==> src/rtl/bfsup_pkg.sv <==
// shared constants, types and register map of the breaker failure supervision block
package bfsup_pkg;

  localparam int CUR_W   = 16;
  localparam int DLY_W   = 24;
  localparam int NSETS   = 4;
  localparam int NEXTRA  = 3;
  localparam int ADR_W   = 8;

  // register byte offsets
  localparam logic [ADR_W-1:0] CFG_OFS   = 8'h00;
  localparam logic [ADR_W-1:0] STAT_OFS  = 8'h04;
  localparam logic [ADR_W-1:0] ACK_OFS   = 8'h08;
  localparam logic [ADR_W-1:0] THR_BASE  = 8'h10;
  localparam logic [ADR_W-1:0] DLY_BASE  = 8'h20;
  localparam logic [ADR_W-1:0] SET_MASK  = 8'hF0;
  localparam int               IDX_LSB   = 2;

  // configuration field positions
  localparam int CFG_SCHEME_LSB = 0;
  localparam int CFG_TMODE_LSB  = 2;
  localparam int CFG_EXTRA_LSB  = 4;
  localparam int ACK_BIT        = 0;

  // status field positions
  localparam int ST_STATE_LSB  = 0;
  localparam int ST_TRIP_BIT   = 2;
  localparam int ST_LOCK_BIT   = 3;
  localparam int ST_OPEN_BIT   = 4;
  localparam int ST_ABOVE_BIT  = 5;
  localparam int ST_TRIG_BIT   = 6;
  localparam int ST_SET_LSB    = 8;

  typedef enum logic [1:0] {
    SCH_CURRENT  = 2'h0,
    SCH_POSITION = 2'h1,
    SCH_COMBINED = 2'h2
  } bfsup_scheme_t;

  typedef enum logic [1:0] {
    TM_ALL  = 2'h0,
    TM_EXT  = 2'h1,
    TM_CUR  = 2'h2,
    TM_NONE = 2'h3
  } bfsup_tmode_t;

  typedef enum logic [1:0] {
    ST_STANDBY,
    ST_RUNNING,
    ST_REJECTED,
    ST_FAILED
  } bfsup_state_t;

  typedef struct packed {
    logic [NEXTRA-1:0] extraEn;
    bfsup_tmode_t      trigMode;
    bfsup_scheme_t     scheme;
  } bfsup_cfg_t;

  // trip commands assigned to the monitored breaker, by origin
  typedef struct packed {
    logic allTrips;
    logic extTrips;
    logic curTrips;
  } bfsup_trips_t;

  localparam bfsup_cfg_t       CFG_RST = '{extraEn: 3'h0, trigMode: TM_ALL,
                                           scheme: SCH_CURRENT};
  localparam logic [CUR_W-1:0] THR_RST = 16'h0100;
  localparam logic [DLY_W-1:0] DLY_RST = 24'h00C350;
  localparam logic [DLY_W-1:0] DLY_ONE = 24'h000001;

endpackage : bfsup_pkg

==> src/rtl/bfsup_top.sv <==
// breaker failure supervision: trigger select, supervision timer, backup trip, lockout
//
// The Wishbone register port and the register addresses were left to the implementer.
`timescale 1ns/1ps

module bfsup_top
  import bfsup_pkg::*;
(
  input  wire logic              clock,
  input  wire logic              rst,
  input  wire logic              ce,
  input  wire logic              wbCyc,
  input  wire logic              wbStb,
  input  wire logic              wbWe,
  input  wire logic [ADR_W-1:0]  wbAdr,
  input  wire logic [3:0]        wbSel,
  input  wire logic [31:0]       wbDatIn,
  output logic      [31:0]       wbDatOut,
  output logic                   wbAck,
  input  wire bfsup_trips_t      trips,
  input  wire logic [NEXTRA-1:0] extraTrigger,
  input  wire logic [CUR_W-1:0]  measCurrent,
  input  wire logic              posOpenPin,
  input  wire logic [1:0]        activeSet,
  output logic                   backupTrip,
  output logic                   lockout,
  output bfsup_state_t           monState
);

  bfsup_cfg_t       cfg_ff;
  logic [CUR_W-1:0] thr_ff [NSETS];
  logic [DLY_W-1:0] dly_ff [NSETS];
  bfsup_state_t     state_ff, nxt_state;
  logic [DLY_W-1:0] cnt_ff;
  logic             trip_ff;
  logic             lock_ff;
  logic             posMeta_ff, posOpen_ff;
  logic             ack_ff;
  logic [31:0]      rdat_ff;
  logic [31:0]      rdVal;

  logic             busReq, busWr;
  logic             ackWr;
  logic             trigAssigned, trigger;
  logic             currentAbove, confirmed, expire;
  logic [CUR_W-1:0] actThr;
  logic [DLY_W-1:0] actDly;

  // ---------------- bus slave ----------------
  // single-wait answer: ack one cycle after the request, dropped the cycle after
  assign busReq = wbCyc & wbStb & ~ack_ff;
  assign busWr  = busReq & wbWe;
  assign wbAck  = ack_ff;
  assign wbDatOut = rdat_ff;

  always_ff @(posedge clock) begin
    if (rst) begin
      ack_ff <= 1'b0;
    end else if (ce) begin
      ack_ff <= busReq;
    end
  end

  always_ff @(posedge clock) begin
    if (rst) begin
      cfg_ff <= CFG_RST;
    end else if (ce && busWr && wbAdr == CFG_OFS && wbSel[0]) begin
      cfg_ff <= bfsup_cfg_t'(wbDatIn[CFG_SCHEME_LSB +: $bits(bfsup_cfg_t)]);
    end
  end

  // one threshold and one delay per parameter set
  for (genvar s = 0; s < NSETS; s++) begin : g_set
    localparam logic [ADR_W-1:0] THR_A = THR_BASE + ADR_W'(s << IDX_LSB);
    localparam logic [ADR_W-1:0] DLY_A = DLY_BASE + ADR_W'(s << IDX_LSB);
    always_ff @(posedge clock) begin
      if (rst) begin
        thr_ff[s] <= THR_RST;
        dly_ff[s] <= DLY_RST;
      end else if (ce && busWr) begin
        if (wbAdr == THR_A) begin
          if (wbSel[0]) thr_ff[s][7:0]  <= wbDatIn[7:0];
          if (wbSel[1]) thr_ff[s][15:8] <= wbDatIn[15:8];
        end
        if (wbAdr == DLY_A) begin
          if (wbSel[0]) dly_ff[s][7:0]   <= wbDatIn[7:0];
          if (wbSel[1]) dly_ff[s][15:8]  <= wbDatIn[15:8];
          if (wbSel[2]) dly_ff[s][23:16] <= wbDatIn[23:16];
        end
      end
    end
  end

  assign ackWr = ce & busWr & (wbAdr == ACK_OFS) & wbSel[0] & wbDatIn[ACK_BIT];

  always_comb begin
    rdVal = 32'h0000_0000;
    if (wbAdr == CFG_OFS) begin
      rdVal[CFG_SCHEME_LSB +: $bits(bfsup_cfg_t)] = cfg_ff;
    end else if (wbAdr == STAT_OFS) begin
      rdVal[ST_STATE_LSB +: 2] = state_ff;
      rdVal[ST_TRIP_BIT]       = trip_ff;
      rdVal[ST_LOCK_BIT]       = lock_ff;
      rdVal[ST_OPEN_BIT]       = posOpen_ff;
      rdVal[ST_ABOVE_BIT]      = currentAbove;
      rdVal[ST_TRIG_BIT]       = trigger;
      rdVal[ST_SET_LSB +: 2]   = activeSet;
    end else if ((wbAdr & SET_MASK) == THR_BASE) begin
      rdVal[CUR_W-1:0] = thr_ff[wbAdr[IDX_LSB +: 2]];
    end else if ((wbAdr & SET_MASK) == DLY_BASE) begin
      rdVal[DLY_W-1:0] = dly_ff[wbAdr[IDX_LSB +: 2]];
    end
  end

  // unmapped and write-only addresses read as zero, except unaligned offsets in 0x10-0x2F, which alias a set register
  always_ff @(posedge clock) begin
    if (rst) begin
      rdat_ff <= 32'h0000_0000;
    end else if (ce && busReq) begin
      rdat_ff <= rdVal;
    end
  end

  // ---------------- position input ----------------
  always_ff @(posedge clock) begin
    if (rst) begin
      posMeta_ff <= 1'b0;
      posOpen_ff <= 1'b0;
    end else if (ce) begin
      posMeta_ff <= posOpenPin;
      posOpen_ff <= posMeta_ff;
    end
  end

  // ---------------- supervision ----------------
  assign actThr = thr_ff[activeSet];
  assign actDly = (dly_ff[activeSet] == '0) ? DLY_ONE : dly_ff[activeSet];
  assign currentAbove = measCurrent >= actThr;

  always_comb begin
    case (cfg_ff.trigMode)
      TM_ALL:  trigAssigned = trips.allTrips;
      TM_EXT:  trigAssigned = trips.extTrips;
      TM_CUR:  trigAssigned = trips.curTrips;
      TM_NONE: trigAssigned = 1'b0;
      default: trigAssigned = 1'b0;
    endcase
  end
  assign trigger = trigAssigned | (|(extraTrigger & cfg_ff.extraEn));

  // a confirmed opening beats expiry in the same cycle
  always_comb begin
    case (cfg_ff.scheme)
      SCH_CURRENT:  confirmed = ~currentAbove;
      SCH_POSITION: confirmed = posOpen_ff;
      SCH_COMBINED: confirmed = ~currentAbove | posOpen_ff;
      default:      confirmed = ~currentAbove;
    endcase
  end
  assign expire = (cnt_ff + DLY_ONE) >= actDly;

  always_comb begin
    nxt_state = state_ff;
    case (state_ff)
      ST_STANDBY: if (trigger) nxt_state = ST_RUNNING;
      ST_RUNNING: begin
        if (confirmed) nxt_state = trigger ? ST_REJECTED : ST_STANDBY;
        else if (expire) nxt_state = ST_FAILED;
      end
      ST_REJECTED: if (!trigger) nxt_state = ST_STANDBY;
      ST_FAILED:   if (!trigger) nxt_state = ST_STANDBY;
      default:     nxt_state = ST_STANDBY;
    endcase
  end

  always_ff @(posedge clock) begin
    if (rst) begin
      state_ff <= ST_STANDBY;
    end else if (ce) begin
      state_ff <= nxt_state;
    end
  end

  always_ff @(posedge clock) begin
    if (rst) begin
      cnt_ff <= '0;
    end else if (ce) begin
      cnt_ff <= (nxt_state == ST_RUNNING && state_ff == ST_RUNNING) ? cnt_ff + DLY_ONE : '0;
    end
  end

  // trip follows the failed state so the upstream breaker is held while triggers persist
  always_ff @(posedge clock) begin
    if (rst) begin
      trip_ff <= 1'b0;
    end else if (ce) begin
      trip_ff <= (nxt_state == ST_FAILED);
    end
  end

  // new failure wins over an acknowledge in the same cycle
  always_ff @(posedge clock) begin
    if (rst) begin
      lock_ff <= 1'b0;
    end else if (ce) begin
      if (nxt_state == ST_FAILED && state_ff != ST_FAILED) lock_ff <= 1'b1;
      else if (ackWr) lock_ff <= 1'b0;
    end
  end

  assign backupTrip = trip_ff;
  assign lockout    = lock_ff;
  assign monState   = state_ff;
endmodule : bfsup_top

==> config.mk <==
export PLATFORM = sky130hd
export DESIGN_NAME = bfsup_top
export DESIGN_NICKNAME = d
export VERILOG_FILES = /design/src/rtl/bfsup_pkg.sv /design/src/rtl/bfsup_top.sv
export SDC_FILE = /design/constraint.sdc
export NUM_CORES = 1
export LEC_CHECK = 0
export ABC_CLOCK_PERIOD_IN_PS = 5300
export BUFFER_PORTS_ARGS = -buffer_cell sky130_fd_sc_hd__buf_2
export CAP_MARGIN = 20
export CELL_PAD_IN_SITES_DETAIL_PLACEMENT = 1
export CELL_PAD_IN_SITES_GLOBAL_PLACEMENT = 2
export CORE_MARGIN = 2
export CORE_UTILIZATION = 41
export DETAILED_ROUTE_END_ITERATION = 10
export PLACE_DENSITY_LB_ADDON = 0.1
export SKIP_CTS_REPAIR_TIMING = 1
export SLEW_MARGIN = 20
export SYNTH_ARGS = -nofsm -noshare
export SYNTH_HDL_FRONTEND = slang
export SYNTH_SLANG_ARGS = --single-unit
==> constraint.sdc <==
create_clock -name clock -period 5.3 [get_ports clock]
set_clock_uncertainty 0.2 [all_clocks]
set_input_delay 0.53 -clock clock [delete_from_list [all_inputs] [get_ports clock]]
set_output_delay 0.53 -clock clock [all_outputs]
set_load 0.02 [all_outputs]
Word-level counts from Yosys, hierarchy flattened
Memories as Yosys holds them, arrays and structs flattened.
Index checks and enable logic that the tools add are counted.
{"block": "word_totals", "regBits": 62, "latch_bits": 0, "ramBits": 160, "romBits": 0, "in_bits": 75, "output_inout_bits": 37, "elab_cells": 211, "memories": 2}
{"block": "classes", "add_sub_neg": 1, "n_mul": 0, "div": 0, "order_cmp": 2, "eq_ne": 23, "shift": 0, "muxes": 126, "n_bitwise": 32, "n_reduce_logical": 14}
{"name": "dly_ff", "words": 4, "width": 24, "read_ports": 2, "rd_ports_with_merged_regs": 0, "wr": 4, "line": "bfsup_top.sv:32", "text": "logic [DLY_W-1:0] dly_ff [NSETS];"}
{"name": "thr_ff", "words": 4, "width": 16, "read_ports": 2, "rd_ports_with_merged_regs": 0, "wr": 4, "line": "bfsup_top.sv:31", "text": "logic [CUR_W-1:0] thr_ff [NSETS];"}
{"cell": "two-way mux 8 bit", "n": 21}
{"cell": "two-way mux 1 bit", "n": 88}
{"cell": "two-way mux 24 bit", "n": 3}
{"cell": "== test 8 x 5 -> 1 bit, second input constant", "n": 4}
{"cell": "== test 8 x 6 -> 1 bit, second input constant", "n": 4}
{"cell": "adder 24 x 1 -> 24 bit, second input constant", "n": 1}
{"cell": ">= comparator 24 bit", "n": 1}
{"cell": "zero test 24 bit", "n": 1}
{"cell": "OR 1 bit", "n": 22}
{"cell": "two-way mux 17 bit", "n": 1}
{"cell": ">= comparator 16 bit", "n": 1}
{"cell": "two-way mux 16 bit", "n": 1}
{"cell": "two-way mux 14 bit", "n": 1}
{"cell": "two-way mux 7 bit", "n": 2}
{"cell": "== test 2 bit, second input constant", "n": 6}
{"cell": "two-way mux 2 bit", "n": 6}
{"cell": "== test 2 x 1 -> 1 bit, second input constant", "n": 4}
{"cell": "== test 8 x 3 -> 1 bit, second input constant", "n": 1}
{"cell": "== test 8 x 4 -> 1 bit, second input constant", "n": 1}
{"cell": "zero test 8 bit", "n": 1}
{"cell": "bitwise AND 1 bit", "n": 7}
{"cell": "logical AND 1 bit", "n": 6}
{"cell": "one-hot mux 2 bit (3 select lines)", "n": 1}
{"cell": "== test 4 x 1 -> 1 bit, second input constant", "n": 1}
{"cell": "other kinds (11)", "n": 13}

Logic depth before layout (Yosys ltp)
An unclocked memory read counts as a cell.
{"block": "depth", "depth_word": 11, "mapped_depth": 17, "ltp_nobuf": 15}

Least setup slack after synthesis
No wires, ideal clock.
{"block": "synth_path", "path_kind": "input to register", "start": "input port activeSet[0]", "end": "register cnt_ff[12]", "setup_ps": 117, "arrival_time_ps": 3654, "required_time_ps": 4983, "path_slack_ps": 1329, "path_stages": 14, "path_buffers": 5, "cell_sequence": "clkbuf_1 -> buf_2 -> buf_2 -> mux4_2 -> ha_1 -> nand2b_4 -> a2111oi_4 -> nor3_2 -> o21ai_2 -> nand3_4 -> and2_4 -> buf_6 -> buf_6 -> a32o_1"}
{"block": "synth_via", "elab_chain_cells": 10, "word_cells_on_any_way": 15, "cone_classes": "order compare (2); eq/ne (1); mux (6); bitwise (2); reduce/logical (2); memory (2)"}
{"item": "from (decl)", "line": "bfsup_top.sv:24", "text": "input wire logic [1:0] activeSet,"}
{"item": "memory (4 x 24 bit) / memory (4 x 16 bit) (equally long branches)"}
{"item": "zero test 24 bit / >= comparator 16 bit (equally long branches)", "line": "bfsup_top.sv:137, bfsup_top.sv:138"}
{"item": "two-way mux 24 bit / NOT 1 bit (equally long branches)"}
{"item": ">= comparator 24 bit / OR 1 bit (equally long branches)", "line": "bfsup_top.sv:160, bfsup_top.sv:156"}
{"item": "two-way mux 2 bit / one-hot mux 1 bit (2 select lines) (equally long branches)", "line": "bfsup_top.sv:168, bfsup_top.sv:153"}
{"item": "two-way mux 2 bit (*)", "line": "bfsup_top.sv:167", "text": "if (confirmed) nxt_state = trigger ? ST_REJECTED : ST_STANDBY;"}
{"item": "one-hot mux 2 bit (3 select lines) (*)", "line": "bfsup_top.sv:164", "text": "case (state_ff)"}
{"item": "== test 2 x 1 -> 1 bit (*)", "line": "bfsup_top.sv:188", "text": "cnt_ff <= (nxt_state == ST_RUNNING && state_ff == ST_RUNNING) ? cnt_ff + DLY_ONE : '0;"}
{"item": "logical AND 1 bit (*)", "line": "bfsup_top.sv:188"}
{"item": "two-way mux 24 bit (*)", "line": "bfsup_top.sv:188"}
{"item": "to (signal assigned)", "line": "bfsup_top.sv:188"}
{"item": "to (decl)", "line": "bfsup_top.sv:34", "text": "logic [DLY_W-1:0] cnt_ff;"}
Every way passes the cells marked *; elsewhere a longest branch is shown, timed or not.
A chain may end at the register's enable or synchronous reset.

Worst setup path after layout
{"block": "layout_path", "start": "register cnt_ff[0]", "end": "register cnt_ff[17]"}
{"block": "layout_via", "elab_chain_cells": 8}
{"item": "adder 24 x 1 -> 24 bit (*)", "line": "bfsup_top.sv:160, bfsup_top.sv:188"}
{"item": ">= comparator 24 bit", "line": "bfsup_top.sv:160", "text": "assign expire = (cnt_ff + DLY_ONE) >= actDly;"}
{"item": "two-way mux 2 bit", "line": "bfsup_top.sv:168", "text": "else if (expire) nxt_state = ST_FAILED;"}
{"item": "two-way mux 2 bit", "line": "bfsup_top.sv:167"}
{"item": "one-hot mux 2 bit (3 select lines)", "line": "bfsup_top.sv:164"}
{"item": "== test 2 x 1 -> 1 bit", "line": "bfsup_top.sv:188"}
{"item": "logical AND 1 bit", "line": "bfsup_top.sv:188"}
{"item": "two-way mux 24 bit (*)", "line": "bfsup_top.sv:188"}
Marked as above.

==> metrics.md <==
| Metric | Value |
|---|---|
| Worst slew margin | `0.368` |
| CP Max Fanout | `16` |
| Clock tree buffer depth | `3` |
| DRT antenna net count | `0` |
| IO Port Bufs | `94` |
| Gate Count Post-Synth | `987` |
| Largest family of logic cells by synthesized area | `simple AND/OR/NAND/NOR gates` |
| Kind of cell adding the most delay to the critical path | `simple AND/OR/NAND/NOR gates` |
| Tot GR Track Use | `0.231` |
| Wire per inst | `between 20 and 25 µm` |
| Final Hold Fails | `0` |
| CP startpoint kind | `register` |
| Vias in the first global route | `8,937` |
| CP peak stage delay | `0.45 ns` |
| Max-Cap Viols | `0` |
| Clock Sinks | `222` |
| Final setup vio count | `0` |
| Root Buffer | `clkbuf_16` |
| Syn avg cell area | `12.4 µm²` |
| Post-synthesis simple-gate area fraction | `0.163` |
| DR DRC count | `0` |
| Clock transition at the registers of the reported paths | `0.06 ns` |
| Max Fclk | `249 MHz` |
| WP data required | `5.56 ns` |
| Chip height | `177 µm` |
| Period utilisation layout | `0.756` |
| Hold Crit Class | `in2reg` |
| RD Place Congestion | `0.788` |
| Horiz. Die Dim | `177 µm` |
| Synthesized cell area | `about 12,000 µm²` |
| Final Hold Slack | `0.0400 ns` |
| Seq/Total Area, Yosys | `0.492` |
| Crit-path slowest cell | `dfxtp_1` |
| Starting Density | `0.415` |
| Top FF cell, synth | `edfxtp_1` |
| Minimum clock period | `approximately 4 ns` |
| Status | `finished, final reports clean` |
| # diodes | `0` |
| Routed via count | `about 8,500` |
| Post-DP HPWL | `25.8 mm` |
| Critical Path End Type | `register` |
| Pin count of the biggest net entering global routing | `42` |
| Final nets | `1,217` |
| Antenna violations before repair | `0` |
| Post-synthesis compound-gate area fraction | `0.0867` |
| Final Slew Violations | `0` |
| Flop and latch count out of synthesis | `222` |
| RSZ-0062 raised after global routing | `false` |
| Num CTS Buffers | `26` |
| CP Buf/Inv Count | `1` |
| Cell with the most instances on the worst path | `nand3_1` |
| Reg-to-reg setup timing slack | `1.29 ns` |
| Critical setup path kind | `reg2reg` |
| Layout cells sized above 1 | `0.244` |
| Tightest Pin Transition | `0.942 ns` |
| I/O pin count | `between 100 and 150` |
| Via density per instance | `between 5 and 6` |
| Post-Synth XOR/XNOR Area | `0.0157` |
| CTS H-tree depth | `1` |
| Post-layout util | `0.476` |
| Ys Warns | `0` |
| Final WL | `35.4 mm` |
| Mux contribution to synthesized area | `0.161` |
| Std cell rows | `63` |
| Die area | `31,300 µm²` |
| Worst path cell trace | `ha_1 > nand3_1 > nor2_2 > and4_1 > and3_1 > nand3_1 > xnor2_1 > ha_1 > nand4_1 > nand2b_1 > nand4_1 > nor3_2 > buf_4 > nand3_1 > o22ai_1` |
| Worst skew pair latency | `0.54 ns` |
| GR Overflow Total | `0` |
| First-pass GRT wire length | `54.4 mm` |
| Worst vdd rail ir drop | `0.000218 V` |
| P per Cell Area | `about 280 nW/µm²` |
| Setup TNS | `0 ns` |
| Starting DRT DRC Count | `545` |
| Floorplan Core Area | `29,600 µm²` |
| P&R area growth vs syn | `14.7%` |
| Leakage | `5.26 nW` |
| Crit path DAT | `4.27 ns` |
| Initial DRT Pass Iterations | `6` |
| Post-synth EDFFs | `160` |
| Total Power | `0.00396 W` |
| Netlist cell types | `68` |
| Ys async rst share | `0` |
| CTS tree | `yes` |
| Post-Synth Adder-Cell Area | `0.0438` |
## logic make-up (layout without fill, tap and decap cells)
logic type / count (synthesis) / count (layout)
and+or+nand+nor: 348 / 348
DFF: 222 / 222
AOI/OAI and AO/OA: 148 / 148
buffers and inverters: 106 / 227
muxes: 97 / 97
adders and majority gates: 43 / 43
xor gates and xnor gates: 22 / 22
other: 1 / 8
## registers in the layout, summed over array words and instances (netlist names), 2 cells and up
name / flops
dly_ff: 96
thr_ff: 64
cnt_ff: 24
wbDatOut: 24
cfg_ff: 7
monState: 2
## worst reg2reg max path, cell delays in order (launching register included)
cell and delay [ns]:
dfxtp_1 0.45, ha_1 0.23, nand3_1 0.14, nor2_2 0.23, and4_1 0.31, and3_1 0.27
nand3_1 0.15, xnor2_1 0.27, ha_1 0.28, nand4_1 0.14, nand2b_1 0.12, nand4_1 0.12
nor3_2 0.42, buf_4 0.29, nand3_1 0.13, o22ai_1 0.17
## cells in the mapped netlist, types with 19 or more instances
cell type / n / area [µm²]
dfxtp_1: 62 / 1240
nand2_1: 40 / 150
and2_1: 135 / 845
edfxtp_1: 160 / 4800
o21ai_0: 36 / 180
ha_1: 43 / 538
clkbuf_1: 31 / 116
mux4_2: 80 / 1800
nor2_1: 53 / 199
a22oi_1: 29 / 218
a21oi_1: 19 / 95.1
inv_1: 46 / 173
or3_1: 21 / 131
## area by class of cell
| class | instances | area [µm²] |
|---|---|---|
| fillers | 3126 | 15500 |
| flip-flops and latches | 222 | 6050 |
| multi-input cells | 666 | 5810 |
| repair buffers | 137 | 793 |
| clock buffers | 33 | 708 |
| well taps | 390 | 488 |
| inverters | 46 | 173 |
| clock inverters | 11 | 57.6 |
## metal layers
metal  wire [µm]  up-vias  part of all wire  GRT usage
met1       15700     4316              0.44      0.312
met5           0        -                 0          0
met3        1420       48             0.040     0.0284
met4         744        0             0.021     0.0503
li1            -     3968                 -          -
met2       17500      182              0.49      0.400
## cell usage in the layout, fill, tap and decap left out, drive strengths merged, types with 17 or more instances in the layout
cell	count
mux4	80
nor2	56
mux2i	17
a21oi	20
and2	136
nand2	40
o21ai	39
or3	21
nand3	19
ha	43
edfxtp	160
a22oi	29
inv	46
buf	137
clkbuf	33
dfxtp	62
## per-stage QoR
step                cells  setup WS, ns  instance area [µm²]
finish               1505          1.29                14100
floorplan             994          1.33                12300
global placement     1461         0.799                13300
detailed placement   1461         0.704                13300
global route         1505         0.759                14100
CTS                  1505          1.25                14100
## worst paths after layout
check / startpoint / endpoint / cells past startpoint
setup / recovery: cnt_ff[0]$_SDFFE_PP0P_ / cnt_ff[17]$_SDFFE_PP0P_ / 15
hold / removal: posOpenPin / posMeta_ff$_SDFFE_PP0P_ / 3
setup reg to reg: cnt_ff[0]$_SDFFE_PP0P_ / cnt_ff[17]$_SDFFE_PP0P_ / 15
hold reg to reg: wbDatOut[5]$_SDFFE_PP0P_ / wbDatOut[5]$_SDFFE_PP0P_ / 2
## power breakdown
| part | leakage (nW) | internal [W] | switching (W) |
|---|---|---|---|
| Clock | 0.378 | 0.000935 | 0.000720 |
| Combinational | 2.73 | 0.000155 | 0.000238 |
| Sequential | 2.15 | 0.00189 | 0.0000227 |
No activity file was read; power rests on OpenSTA's default activity.
